===== src/hw/dio_consts.svh =====
`ifndef DIO_CONSTS_SVH
`define DIO_CONSTS_SVH

`define IDX_GRP_BIT 2
`define PORT_A 2'h0
`define PORT_B 2'h1
`define PORT_C 2'h2
`define PORT_CFG 2'h3
`define IDX_EVENT_CNT 8'h80
`define IDX_CNT_CFG 8'h83
`define IDX_IRQ_CLEAR 8'h03

`define DIR_A_BIT 4
`define DIR_CU_BIT 3
`define DIR_B_BIT 1
`define DIR_CL_BIT 0
`define CFG_MODE_FLAG_BIT 7
`define CFG_RESET 8'h9B

`define CCW_SEL_HI 7
`define CCW_SEL_LO 6
`define CCW_MODE_HI 2
`define CCW_MODE_LO 1
`define CCW_RATE_MODE 2'h2

`define EVENT_IN_BIT 0
`define EDGE_ARM_BIT 3
`define EDGE_QUAL_BIT 7
`define PROG_IRQ_CTRL_BIT 4

`define CLK_HZ 125000000
`define PACER_FAST_HZ 2000000
`define PACER_SLOW_HZ 32768

`define IRQ_LINE_DEFAULT 4'h5
`define IRQ_LINE_MIN 4'h3

`endif


===== src/hw/dio_pkg.sv =====
package dio_pkg;

    typedef struct packed {
        logic [7:0] c;
        logic [7:0] b;
        logic [7:0] a;
    } port_pins_type;

    typedef struct packed {
        logic a_in;
        logic c_hi_in;
        logic b_in;
        logic c_lo_in;
    } dir_type;

    typedef struct packed {
        logic [3:0] irq_line_select;
        logic timer_irq_enable;
        logic event_irq_enable;
        logic timer_clock_select;
        logic grp0_edge_irq_setting;
        logic grp1_edge_irq_setting;
    } jumper_type;

endpackage


===== src/hw/dio_timer_card.sv =====
`timescale 1ns/1ns
`include "dio_consts.svh"

module dio_timer_card
(
    input wire logic clk,
    input wire logic srst,
    input wire logic host_cs,
    input wire logic host_addr,
    input wire logic host_wr,
    input wire logic host_rd,
    input wire logic [7:0] host_wdata,
    output logic [7:0] host_rdata,
    input wire dio_pkg::port_pins_type [1:0] pin_in,
    output logic [47:0] pin_out,
    output logic [47:0] pin_oe,
    input wire dio_pkg::jumper_type jumpers,
    output logic [15:0] irq_out
);

    localparam int SYNC_W = 2 * $bits(dio_pkg::port_pins_type) + $bits(dio_pkg::jumper_type);
    localparam logic [31:0] STEP_FAST = 32'((64'(`PACER_FAST_HZ) << 32) / 64'(`CLK_HZ));
    localparam logic [31:0] STEP_SLOW = 32'((64'(`PACER_SLOW_HZ) << 32) / 64'(`CLK_HZ));

    // ----------------------------------------
    // pin and jumper synchronisers
    // ----------------------------------------
    logic [SYNC_W-1:0] sync1_r;
    logic [SYNC_W-1:0] sync2_r;
    dio_pkg::port_pins_type [1:0] pin_s;
    dio_pkg::jumper_type jmp_s;
    logic [1:0] settle_r;
    logic settled;

    always_ff @(posedge clk)
    begin
        if (srst)
        begin
            sync1_r <= '0;
            sync2_r <= '0;
        end
        else
        begin
            sync1_r <= {pin_in, jumpers};
            sync2_r <= sync1_r;
        end
    end

    assign {pin_s, jmp_s} = sync2_r;

    // edges are ignored until the synchronisers hold real pin levels
    always_ff @(posedge clk)
    begin
        if (srst)
            settle_r <= 2'h0;
        else if (!settled)
            settle_r <= settle_r + 2'h1;
    end

    assign settled = settle_r == 2'h3;

    // ----------------------------------------
    // host index and data locations
    // ----------------------------------------
    logic [7:0] index_select_r;
    logic idx_wr;
    logic data_wr;
    logic data_rd;
    logic grp_hit;
    logic grp_sel;
    logic [1:0] port_sel;

    assign idx_wr = host_cs && host_wr && !host_addr;
    assign data_wr = host_cs && host_wr && host_addr;
    assign data_rd = host_cs && host_rd && host_addr;
    assign grp_hit = index_select_r[7:3] == 5'h00;
    assign grp_sel = index_select_r[`IDX_GRP_BIT];
    assign port_sel = index_select_r[1:0];

    always_ff @(posedge clk)
    begin
        if (srst)
            index_select_r <= 8'h00;
        else if (idx_wr)
            index_select_r <= host_wdata;
    end

    // ----------------------------------------
    // port groups
    // ----------------------------------------
    function automatic dio_pkg::dir_type cfg_to_dir(input logic [7:0] cfg);
        cfg_to_dir = {cfg[`DIR_A_BIT], cfg[`DIR_CU_BIT], cfg[`DIR_B_BIT], cfg[`DIR_CL_BIT]};
    endfunction

    wire dio_pkg::port_pins_type eff [2];
    wire dio_pkg::port_pins_type out_w [2];
    wire dio_pkg::port_pins_type oe_w [2];
    wire dio_pkg::dir_type dir_w [2];
    wire [1:0] edge_hit;

    genvar g;
    generate
        for (g = 0; g < 2; g++)
        begin : grp
            dio_pkg::dir_type dir_r;
            dio_pkg::port_pins_type out_r;
            logic arm_prev_r;
            logic qual_prev_r;
            logic sel_wr;
            logic arm;
            logic qual;

            assign sel_wr = data_wr && grp_hit && (grp_sel == 1'(g));

            always_ff @(posedge clk)
            begin
                if (srst)
                begin
                    dir_r <= cfg_to_dir(`CFG_RESET);
                    out_r <= '0;
                end
                else if (sel_wr)
                begin
                    unique case (port_sel)
                        `PORT_A: out_r.a <= host_wdata;
                        `PORT_B: out_r.b <= host_wdata;
                        `PORT_C: out_r.c <= host_wdata;
                        `PORT_CFG:
                            if (host_wdata[`CFG_MODE_FLAG_BIT])
                            begin
                                dir_r <= cfg_to_dir(host_wdata);
                                out_r <= '0;
                            end
                            else
                                out_r.c[host_wdata[3:1]] <= host_wdata[0];
                    endcase
                end
            end

            // inputs read live, outputs read back their latch
            assign eff[g] = {dir_r.c_hi_in ? pin_s[g].c[7:4] : out_r.c[7:4],
                             dir_r.c_lo_in ? pin_s[g].c[3:0] : out_r.c[3:0],
                             dir_r.b_in ? pin_s[g].b : out_r.b,
                             dir_r.a_in ? pin_s[g].a : out_r.a};
            assign oe_w[g] = {{4{!dir_r.c_hi_in}}, {4{!dir_r.c_lo_in}},
                              {8{!dir_r.b_in}}, {8{!dir_r.a_in}}};
            assign out_w[g] = out_r;
            assign dir_w[g] = dir_r;

            assign arm = eff[g].c[`EDGE_ARM_BIT];
            assign qual = eff[g].c[`EDGE_QUAL_BIT];

            always_ff @(posedge clk)
            begin
                if (srst)
                begin
                    arm_prev_r <= 1'b0;
                    qual_prev_r <= 1'b0;
                end
                else
                begin
                    arm_prev_r <= arm;
                    qual_prev_r <= qual;
                end
            end

            assign edge_hit[g] = settled && ((arm && !arm_prev_r && !qual)
                || (arm && qual_prev_r && !qual));
        end
    endgenerate

    assign pin_out = {out_w[1], out_w[0]};
    assign pin_oe = {oe_w[1], oe_w[0]};

    // ----------------------------------------
    // pacer clock and counters
    // ----------------------------------------
    logic [31:0] phase_r;
    logic pacer_tick_r;
    logic [32:0] phase_sum;
    logic ev_prev_r;
    logic event_tick;
    logic [7:0] ccw_r;
    logic ccw_wr;
    logic cnt_hit;
    wire [2:0] cnt_tc;
    wire [2:0] cnt_tick;
    wire [7:0] cnt_rd [3];

    // fractional accumulator gives the average rate of the chosen source
    assign phase_sum = {1'b0, phase_r}
        + {1'b0, jmp_s.timer_clock_select ? STEP_FAST : STEP_SLOW};

    always_ff @(posedge clk)
    begin
        if (srst)
        begin
            phase_r <= 32'h0000_0000;
            pacer_tick_r <= 1'b0;
        end
        else
        begin
            phase_r <= phase_sum[31:0];
            pacer_tick_r <= phase_sum[32];
        end
    end

    always_ff @(posedge clk)
    begin
        if (srst)
            ev_prev_r <= 1'b0;
        else
            ev_prev_r <= eff[0].c[`EVENT_IN_BIT];
    end

    assign event_tick = settled && eff[0].c[`EVENT_IN_BIT] && !ev_prev_r;
    assign cnt_tick = {cnt_tc[1], pacer_tick_r, event_tick};
    assign ccw_wr = data_wr && index_select_r == `IDX_CNT_CFG;
    assign cnt_hit = index_select_r[7:2] == 6'h20 && index_select_r[1:0] != 2'h3;

    always_ff @(posedge clk)
    begin
        if (srst)
            ccw_r <= 8'h00;
        else if (ccw_wr)
            ccw_r <= host_wdata;
    end

    genvar c;
    generate
        for (c = 0; c < 3; c++)
        begin : cnt
            pacer_down_counter u_cnt
            (
                .clk(clk),
                .srst(srst),
                .data_we(data_wr && index_select_r == 8'(`IDX_EVENT_CNT + c)),
                .data_re(data_rd && index_select_r == 8'(`IDX_EVENT_CNT + c)),
                .wdata(host_wdata),
                .ctrl_we(ccw_wr && host_wdata[`CCW_SEL_HI:`CCW_SEL_LO] == 2'(c)),
                .rate_mode(host_wdata[`CCW_MODE_HI:`CCW_MODE_LO] == `CCW_RATE_MODE),
                .tick(cnt_tick[c]),
                .rd_byte(cnt_rd[c]),
                .tc_pulse(cnt_tc[c])
            );
        end
    endgenerate

    // ----------------------------------------
    // interrupt request
    // ----------------------------------------
    logic timer_evt;
    logic count_evt;
    logic edge_evt;
    logic irq_evt;
    logic irq_clear;
    logic irq_pending_r;
    logic irq_armed_r;
    logic [3:0] irq_line;

    assign timer_evt = cnt_tc[2] && jmp_s.timer_irq_enable;
    assign count_evt = cnt_tc[0] && jmp_s.event_irq_enable;
    assign edge_evt = eff[0].c[`PROG_IRQ_CTRL_BIT]
        && ((edge_hit[0] && jmp_s.grp0_edge_irq_setting)
        || (edge_hit[1] && jmp_s.grp1_edge_irq_setting));
    assign irq_evt = timer_evt || count_evt || edge_evt;
    assign irq_clear = data_rd && index_select_r == `IDX_IRQ_CLEAR;

    always_ff @(posedge clk)
    begin
        if (srst)
        begin
            irq_pending_r <= 1'b0;
            irq_armed_r <= 1'b1;
        end
        else if (irq_clear)
        begin
            irq_pending_r <= irq_evt;
            irq_armed_r <= !irq_evt;
        end
        else if (irq_evt && irq_armed_r)
        begin
            irq_pending_r <= 1'b1;
            irq_armed_r <= 1'b0;
        end
    end

    assign irq_line = jmp_s.irq_line_select < `IRQ_LINE_MIN
        ? `IRQ_LINE_DEFAULT : jmp_s.irq_line_select;

    always_ff @(posedge clk)
    begin
        if (srst)
            irq_out <= 16'h0000;
        else
            irq_out <= irq_pending_r ? 16'h0001 << irq_line : 16'h0000;
    end

    // ----------------------------------------
    // read data
    // ----------------------------------------
    logic [7:0] rd_mux;

    always_comb
    begin
        rd_mux = 8'h00;
        if (!host_addr)
            rd_mux = index_select_r;
        else if (grp_hit)
        begin
            unique case (port_sel)
                `PORT_A: rd_mux = eff[grp_sel].a;
                `PORT_B: rd_mux = eff[grp_sel].b;
                `PORT_C: rd_mux = eff[grp_sel].c;
                `PORT_CFG: rd_mux = {3'h4, dir_w[grp_sel].a_in, dir_w[grp_sel].c_hi_in,
                                     1'b0, dir_w[grp_sel].b_in, dir_w[grp_sel].c_lo_in};
            endcase
        end
        else if (cnt_hit)
            rd_mux = cnt_rd[port_sel];
        else if (index_select_r == `IDX_CNT_CFG)
            rd_mux = ccw_r;
    end

    always_ff @(posedge clk)
    begin
        if (srst)
            host_rdata <= 8'h00;
        else if (host_cs && host_rd)
            host_rdata <= rd_mux;
    end

    // ----------------------------------------
    // checks
    // ----------------------------------------
    AST_IDX_STICKS: assert property (@(posedge clk) disable iff (srst)
        idx_wr |=> index_select_r == $past(host_wdata))
        else $error("index not taken");

    AST_CFG_READBACK: assert property (@(posedge clk) disable iff (srst)
        data_rd && index_select_r == 8'h03 |=> host_rdata[7:5] == 3'h4
        && host_rdata[4] == dir_w[0].a_in && host_rdata[0] == dir_w[0].c_lo_in)
        else $error("group zero config readback wrong");

    AST_OE_FOLLOWS_DIR: assert property (@(posedge clk) disable iff (srst)
        data_wr && index_select_r == 8'h07 && host_wdata[7]
        |=> pin_oe[31:24] == {8{!$past(host_wdata[4])}}
        && pin_oe[43:40] == {4{!$past(host_wdata[0])}})
        else $error("direction not applied");

    AST_INPUT_LIVE: assert property (@(posedge clk) disable iff (srst)
        data_rd && index_select_r == 8'h00 && dir_w[0].a_in
        |=> host_rdata == $past(pin_s[0].a))
        else $error("input read not live");

    AST_G0_EDGE: assert property (@(posedge clk) disable iff (srst)
        settled && irq_armed_r && !irq_clear && jmp_s.grp0_edge_irq_setting
        && eff[0].c[4] && eff[0].c[3] && !$past(eff[0].c[3]) && !eff[0].c[7]
        |=> irq_pending_r)
        else $error("qualified edge lost");

    AST_TIMER_GATE: assert property (@(posedge clk) disable iff (srst)
        $rose(irq_pending_r) |-> ($past(cnt_tc[2]) && $past(jmp_s.timer_irq_enable))
        || ($past(cnt_tc[0]) && $past(jmp_s.event_irq_enable)) || $past(edge_evt))
        else $error("interrupt without cause");

    AST_CLEAR_REARM: assert property (@(posedge clk) disable iff (srst)
        irq_clear && !irq_evt |=> !irq_pending_r && irq_armed_r)
        else $error("clear did not re-arm");

    AST_STICKY: assert property (@(posedge clk) disable iff (srst)
        irq_pending_r && !irq_clear |=> irq_pending_r)
        else $error("pending interrupt dropped");

    AST_ONE_LINE: assert property (@(posedge clk) disable iff (srst)
        ##1 irq_out == ($past(irq_pending_r) ? 16'h0001 << $past(irq_line) : 16'h0000))
        else $error("interrupt line routing wrong");

endmodule // dio_timer_card


===== src/hw/pacer_down_counter.sv =====
`timescale 1ns/1ns

module pacer_down_counter
(
    input wire logic clk,
    input wire logic srst,
    input wire logic data_we,
    input wire logic data_re,
    input wire logic [7:0] wdata,
    input wire logic ctrl_we,
    input wire logic rate_mode,
    input wire logic tick,
    output logic [7:0] rd_byte,
    output logic tc_pulse
);

    logic [7:0] lo_r;
    logic wr_hi_r;
    logic rd_hi_r;
    logic [15:0] count_r;
    logic [15:0] reload_r;
    logic running_r;
    logic rate_r;
    logic done_r;

    // ----------------------------------------
    // byte pointers
    // ----------------------------------------
    always_ff @(posedge clk)
    begin
        if (srst)
        begin
            wr_hi_r <= 1'b0;
            lo_r <= 8'h00;
        end
        else if (ctrl_we)
            wr_hi_r <= 1'b0;
        else if (data_we)
        begin
            wr_hi_r <= !wr_hi_r;
            if (!wr_hi_r)
                lo_r <= wdata;
        end
    end

    always_ff @(posedge clk)
    begin
        if (srst || ctrl_we)
            rd_hi_r <= 1'b0;
        else if (data_re)
            rd_hi_r <= !rd_hi_r;
    end

    assign rd_byte = rd_hi_r ? count_r[15:8] : count_r[7:0];

    // ----------------------------------------
    // count
    // ----------------------------------------
    always_ff @(posedge clk)
    begin
        if (srst)
        begin
            count_r <= 16'h0000;
            reload_r <= 16'h0000;
            running_r <= 1'b0;
            rate_r <= 1'b0;
            done_r <= 1'b0;
            tc_pulse <= 1'b0;
        end
        else
        begin
            tc_pulse <= 1'b0;
            if (ctrl_we)
            begin
                rate_r <= rate_mode;
                running_r <= 1'b0;
                done_r <= 1'b0;
            end
            else if (data_we && wr_hi_r)
            begin
                count_r <= {wdata, lo_r};
                reload_r <= {wdata, lo_r};
                running_r <= 1'b1;
                done_r <= 1'b0;
            end
            else if (tick && running_r)
            begin
                if (count_r == 16'h0001)
                begin
                    tc_pulse <= rate_r || !done_r;
                    done_r <= 1'b1;
                    count_r <= rate_r ? reload_r : 16'h0000;
                end
                else
                    count_r <= count_r - 16'h0001;
            end
        end
    end

    AST_LOAD_LSB_FIRST: assert property (@(posedge clk) disable iff (srst)
        data_we && wr_hi_r && !ctrl_we |=> count_r == {$past(wdata), $past(lo_r)})
        else $error("counter load order wrong");

    AST_TC_FROM_ONE: assert property (@(posedge clk) disable iff (srst)
        tc_pulse |-> $past(count_r) == 16'h0001 && $past(tick) && $past(running_r))
        else $error("terminal count without reaching one");

endmodule // pacer_down_counter


===== config.mk =====
export PLATFORM = sky130hd
export DESIGN_NAME = dio_timer_card
export DESIGN_NICKNAME = d
export VERILOG_FILES = /design/src/hw/dio_pkg.sv /design/src/hw/dio_timer_card.sv /design/src/hw/pacer_down_counter.sv
export VERILOG_INCLUDE_DIRS = /design/src /design/src/hw
export SDC_FILE = /design/constraint.sdc
export NUM_CORES = 1
export LEC_CHECK = 0
export ABC_CLOCK_PERIOD_IN_PS = 3400
export BUFFER_PORTS_ARGS = -buffer_cell sky130_fd_sc_hd__buf_4
export CORE_MARGIN = 1.5
export CORE_UTILIZATION = 59
export DETAILED_ROUTE_END_ITERATION = 8
export GPL_ROUTABILITY_DRIVEN = 0
export PLACE_DENSITY = 0.8
export SLEW_MARGIN = 10
export SYNTH_ARGS = -nofsm -noshare
export SYNTH_HDL_FRONTEND = slang
export SYNTH_SLANG_ARGS = --single-unit
export TNS_END_PERCENT = 5

===== constraint.sdc =====
create_clock -name clk -period 3.4 [get_ports clk]
set_input_delay 0.17 -clock clk [delete_from_list [all_inputs] [get_ports clk]]
set_output_delay 0.17 -clock clk [all_outputs]
set_load 0.03 [all_outputs]

==> reports/results.txt, run 1 <==
Synth cell types: 77
Logic pwr share: 0.099
First-pass DRT Iterations: 6
Post-synth EDFFs: 0
Period Utilization, post-route: 0.868
Worst relative slew slack: 0.430
Global-route wire length before repair: 78,100 um
Core area: 29,600 um2
Synth area leader: dfxtp_1
Port bufs: 190
Fin. max-slew vios: 0
Hold Vio Cnt, Final: 0
Max Cap Violations: 0
Post-synth ARST share: 0
Layout cell share with drive strength beyond 1: 0.166
Crit-path cells: inv_1, ha_1, inv_1, fa_1, nor2b_1, o211ai_1, a311oi_1, nor2_1, o31a_1, mux2_2
Leak: 8.45 nW
CP max stage cell: a311oi_1
# DRC: 0
IO Pins: 191
Crit Path Max Fanout: 7
Setup crit end kind: flop
Status: finished, final reports clean
Buffers and inverters on the worst path: 2
Rows: 63
RSZ-0062 raised after global routing: false
Starting Density: 0.600
Seq/Total Area, Yosys: 0.439
Design Power: 0.0106 W
Antenna Cells: 0
Initial antenna violation count: 0
Post-synth top area share: 0.439
Antenna Nets Post-Route: 0
Top post-synthesis cells by area: dfxtp_1, mux2i_1, nand2_1
Crit path DAT: 3380 ps
Net Sw Power: 0.00257 W
Slew at the pin closest to its max-slew limit: 856 ps
Synth top cells by count: dfxtp_1, nand2_1, nor2_1, a21oi_1, nor2b_1
Post-DR vias/cell: 6.03
Clock latency on the worst-skew pair: 540 ps
Clock power share: 0.445
Num CTS Buffers: 40
Pwr dens: 501 nW/um2
Cell Area, Synth: 17,800 um2
CTS Sinks: 390
Critical path class: flop to flop
CTS tree: done
GRT Overall Usage: 0.313
Max rail drop VDD: 0.477 mV
Power Internal: 0.00801 W
Largest net degree at the start of global routing: 131
CP Launch Type: flop
Final HPWL DP: 32,100 um
Register bit total from synthesis: 390
Peak Freq: 339 MHz
Die Footprint: 31,200 um2
Setup Fix Bufs, Post-CTS: 0
Type of the most critical hold path: input port to flop
Clk root buf: clkbuf_16
Nets@finish: 2,285
Via Count: 15,728
Grt total ovfl: 0
Sequential Power Share: 0.456
Mapped Cells: 2,050
Starting DRT DRC Count: 1,806
Most frequent CP cell: inv_1
CP peak stage delay: 500 ps
Net Sw Frac: 0.243
Synthesis-to-finish area growth: 18.8%
WL per Instance: 19.1 um
Fin cells: 2,609
Die Ht: 177 um
Fin Clk Skew: 20.4 ps
Final wirelength: 49,700 um
Final setup violation count: 0
Top cell family by delay on the critical path: compound AO/OA/AOI/OAI gates
Chip width: 177 um
Bufs on Longest Clock Path: 3
Primary FF master, synth: dfxtp_1
Final TNS setup: 0 ps
Most common cell in the netlist: dfxtp_1
R2r setup slk: 450 ps
H-tree levels: 2
Syn_area_per_cell: 8.68 um2
Vias in the first global route: 14,708
Post-placement cell count: 2,480
Crit path time final: 2950 ps
CP required: 3830 ps
Reg clk slew, reported paths: 60 ps
YS warnings: 0
==> flip-flops by register name (all words and copies together) (netlist names), 2 cells and up <==
signal and cells:
settle_r 2, cnt.u_cnt.rd_hi_r 3, phase_r 32, ccw_r 8
cnt.u_cnt.tc_pulse 3, irq_out 16, dir_w 8, pin_out 48
cnt.u_cnt.done_r 3, sync2_r 57, cnt.u_cnt.running_r 3, cnt.u_cnt.count_r 48
sync1_r 57, index_select_r 8, host_rdata 8, cnt.u_cnt.reload_r 48
grp.qual_prev_r 2, cnt.u_cnt.wr_hi_r 3, cnt.u_cnt.lo_r 24, grp.arm_prev_r 2
cnt.u_cnt.rate_r 3
==> final cells by class <==
type                       count  area (um2)
multi-input combinational   1439        8960
fill                        2103        8510
sequential                   390        7810
timing repair buffer         287        2330
clock buffer                  52        1100
tap                          390         488
clock inverter                19         324
inverter                      32         120
==> tightest hold or removal path, stage by stage <==
cell and delay (ps):
buf_4 90, nand2_1 90, nand2_1 80, a221oi_1 60
==> timing repair <==
action                                  in CTS  in global routing
hold buffers                                58                  0
hold endpoints to repair                    59                  0
endpoints found under the setup margin       0                  0
resized for setup                            0                  0
==> routing by layer <==
metal	GRT usage	vias to the layer above	wire length (um)
met4	0.126	0	2000
met2	0.516	759	23500
met1	0.402	7397	20100
met5	0	-	0
met3	0.0595	141	4090
li1	-	7431	-
==> power by group through the flow <==
stage | combinational [W] | clock, W | sequential, W
2_1_floorplan | 0.000679 | 0 | 0.00491
3_3_place_gp | 0.000937 | 0 | 0.00492
3_5_place_dp | 0.000961 | 0 | 0.00492
4_1_cts | 0.00103 | 0.00473 | 0.00482
5_1_grt | 0.00114 | 0.00496 | 0.00484
6_report | 0.00105 | 0.00471 | 0.00482
==> path summary, 6_finish.rpt <==
kind / start / depth (start not counted) / endpoint
setup reg to reg: sync2_r[2] / 10 / phase_r[20]
setup / recovery: sync2_r[2] / 10 / phase_r[20]
hold / removal: host_rd / 4 / host_rdata[1]
hold reg to reg: sync1_r[21] / 1 / sync2_r[21]
==> cell usage in the layout (no fill, tap or decap), types with 11 or more instances in the layout <==
cell	synthesis	routed
dfxtp_1	390	389
nand2_1	238	238
buf_4	41	226
nor2_1	204	204
a21oi_1	171	171
nor2b_1	137	137
mux2i_1	103	103
dlygate4sd3_1	0	58
o21ai_0	54	54
a211oi_1	45	45
clkbuf_16	0	40
nor3_1	38	38
nand3_1	37	37
inv_1	32	32
and3_1	24	24
o211ai_1	23	23
ha_1	23	23
mux2_2	22	22
xnor2_1	21	21
a31oi_1	17	17
nor4_1	16	15
a311oi_1	15	15
or3_1	15	15
and2_1	15	15
mux4_2	14	14
nand2b_1	13	13
or2_2	12	12
or4_1	11	11
a211o_1	11	11
==> cells by family after synthesis <==
kind of cell | Yosys count | share of synthesized area
mux | 139 | 0.0896
other cells | 1 | 0.000211
fa+ha+maj | 24 | 0.0173
flops | 390 | 0.439
simple gates | 798 | 0.218
compound gates | 444 | 0.163
xor+xnor | 31 | 0.0153
buf+inv | 223 | 0.0578
==> stage by stage <==
step                worst slack (ps)  hold WS (ps)   util  instance area [um2]
floorplan                        705           298      -                17800
global placement                 643           379  0.646                19100
detailed placement               456           384  0.646                19100
CTS                              463          3.82  0.713                21100
global route                     153          9.43  0.713                21100
finish                           448         0.546  0.713                21100
No activity file was read; power rests on OpenSTA's default activity.
==> run 2, diff against run 1 <==
==> constraint.sdc (replaced) <==
create_clock -name clk -period 3.4 [get_ports clk]
set_input_delay 0.68 -clock clk [delete_from_list [all_inputs] [get_ports clk]]
set_output_delay 0.68 -clock clk [all_outputs]
set_load 0.03 [all_outputs]
==> reports/results.txt, run 2 (same netlist as run 1, synthesis figures left out) <==
Port bufs: 190
Num CTS Buffers: 40
PostCTS Resize Cnt: 0
WL per Instance: 18.8 um
CP Launch Type: flop
Die Footprint: 31,200 um2
Worst Hold Depth: 2
Highest-count cells in the layout ignoring fill and taps: dfxtp_1, nand2_1, buf_4
Starting Density: 0.600
Fin area: 20,500 um2
FF/Latch Area: 7810 um2
Core area: 29,600 um2
Status: finished, final reports clean
Setup Fix Bufs, Post-CTS: 0
R2r setup slk: 540 ps
Crit-path cells: or4_1, or3_1, o31ai_4, buf_4, o21ba_2, o221ai_1, a21oi_1
Vias in the first global route: 14,331
Crit path time final: 2860 ps
Worst r2r path cells: 7
Commonest non-fill, non-tap cell in the layout: dfxtp_1
Rows: 63
Layout cell share with drive strength beyond 1: 0.172
Hold Vio Cnt, Final: 0
Leak: 8.19 nW
Chip width: 177 um
CP max stage cell: or4_1
Nets@finish: 2,229
Via Count: 15,520
Pwr dens: 499 nW/um2
Worst relative slew slack: 0.437
Critical path class: flop to flop
Setup crit end kind: flop
Slew at the pin closest to its max-slew limit: 838 ps
RSZ-0062 raised after global routing: false
Hold path endpoint: sync1_r[29]
Biggest regs: sync1_r: 57 flops, sync2_r: 57 flops
Layout fillers: 2,348
Min-Delay Startpoint: pin_in[20]
Largest net degree at the start of global routing: 113
Global-route wire length before repair: 74,300 um
Bufs on Longest Clock Path: 3
Initial antenna violation count: 1
Die Ht: 177 um
Reg clk slew, reported paths: 60 ps
Type of the most critical hold path: input port to flop
Clock latency on the worst-skew pair: 560 ps
Crit Path Max Fanout: 33
Antenna Nets Post-Route: 0
Final TNS setup: 0 ps
Final setup violation count: 0
Final wirelength: 48,000 um
CP peak stage delay: 690 ps
Placement Cell Area: 19,200 um2
Clk root buf: clkbuf_16
Fin Clk Skew: 35.3 ps
CTS Sinks: 390
Fin. max-slew vios: 0
Footprint of the multi-input gates: 8960 um2
Period Utilization, post-route: 0.841
Starting DRT DRC Count: 1,499
Peak Freq: 350 MHz
Synthesis-to-finish area growth: 15.4%
Worst slack, placed: 559 ps
Crit path DAT: 3250 ps
# DRC: 0
Hold_buf cts: 0
CTS tree: done
H-tree levels: 2
Max rail drop VDD: 0.512 mV
Grt total ovfl: 0
Reg-to-reg endpoint: cnt[0].u_cnt.count_r[15]
Final HPWL DP: 32,300 um
Setup ws final: 540 ps
CP required: 3790 ps
RR Startpoint: index_select_r[3]
Max Cap Violations: 0
IO Pins: 191
GRT Overall Usage: 0.297
Post-DR vias/cell: 6.07
First-pass DRT Iterations: 7
==> run 2: changes by cell type in the layout (fill, tap and decap cells not counted), moves of 2 or more <==
cell,before,now
dlygate4sd3_1,58,0
clkinv_2,6,8
buf_12,2,4
bufinv_16,7,2
clkbuf_8,5,10
==> run 2: worst max-delay path by stage <==
stage / cells past startpoint / startpoint / end
5_1_grt: 7 / index_select_r[3] / cnt[0].u_cnt.count_r[0]
3_5_place_dp: 8 / host_addr / cnt[0].u_cnt.count_r[15]
4_1_cts: 7 / index_select_r[3] / cnt[0].u_cnt.count_r[15]
2_1_floorplan: 10 / sync2_r[2] / phase_r[20]
3_3_place_gp: 8 / host_addr / cnt[0].u_cnt.count_r[15]
6_report: 7 / index_select_r[3] / cnt[0].u_cnt.count_r[15]
==> run 2: final cells by class <==
class	instances	area share
clock inverters	16	0.00939
well taps	390	0.0238
inverters	32	0.00585
clock buffers	56	0.0566
repair buffers	231	0.0873
flip-flops and latches	390	0.380
diodes	1	0.000122
multi-input cells	1439	0.437
==> run 2: metal layers <==
layer  wire length (um)  GRT usage  part of all wire
met1              19200      0.380              0.40
met2              22200      0.474              0.46
met3               4660     0.0739             0.097
met4               1970      0.135             0.041
met5                  0          0                 0
==> run 2: critical path: cells and delay by family (launching register included) <==
kind | cells | cell delay (ps)
DFF | 1 | 320
AOI/OAI and AO/OA | 4 | 720
buffers and inverters | 1 | 350
and+or+nand+nor | 2 | 1300
==> run 2: where the power goes <==
| group | switching [W] | internal (W) |
|---|---|---|
| registers | 0.0000908 | 0.00473 |
| clock network | 0.00187 | 0.00257 |
| logic | 0.000594 | 0.000401 |
| total | 0.00255 | 0.00770 |
==> run 2: through the flow <==
stage | utilization | hold WS (ps) | std cells | total power [W]
floorplan | - | 414 | 2052 | 0.00559
global placement | 0.647 | 415 | 2482 | 0.00585
detailed placement | 0.647 | 422 | 2482 | 0.00589
CTS | 0.693 | 326 | 2554 | 0.0102
global route | 0.693 | 327 | 2554 | 0.0106
finish | 0.693 | 328 | 2555 | 0.0103
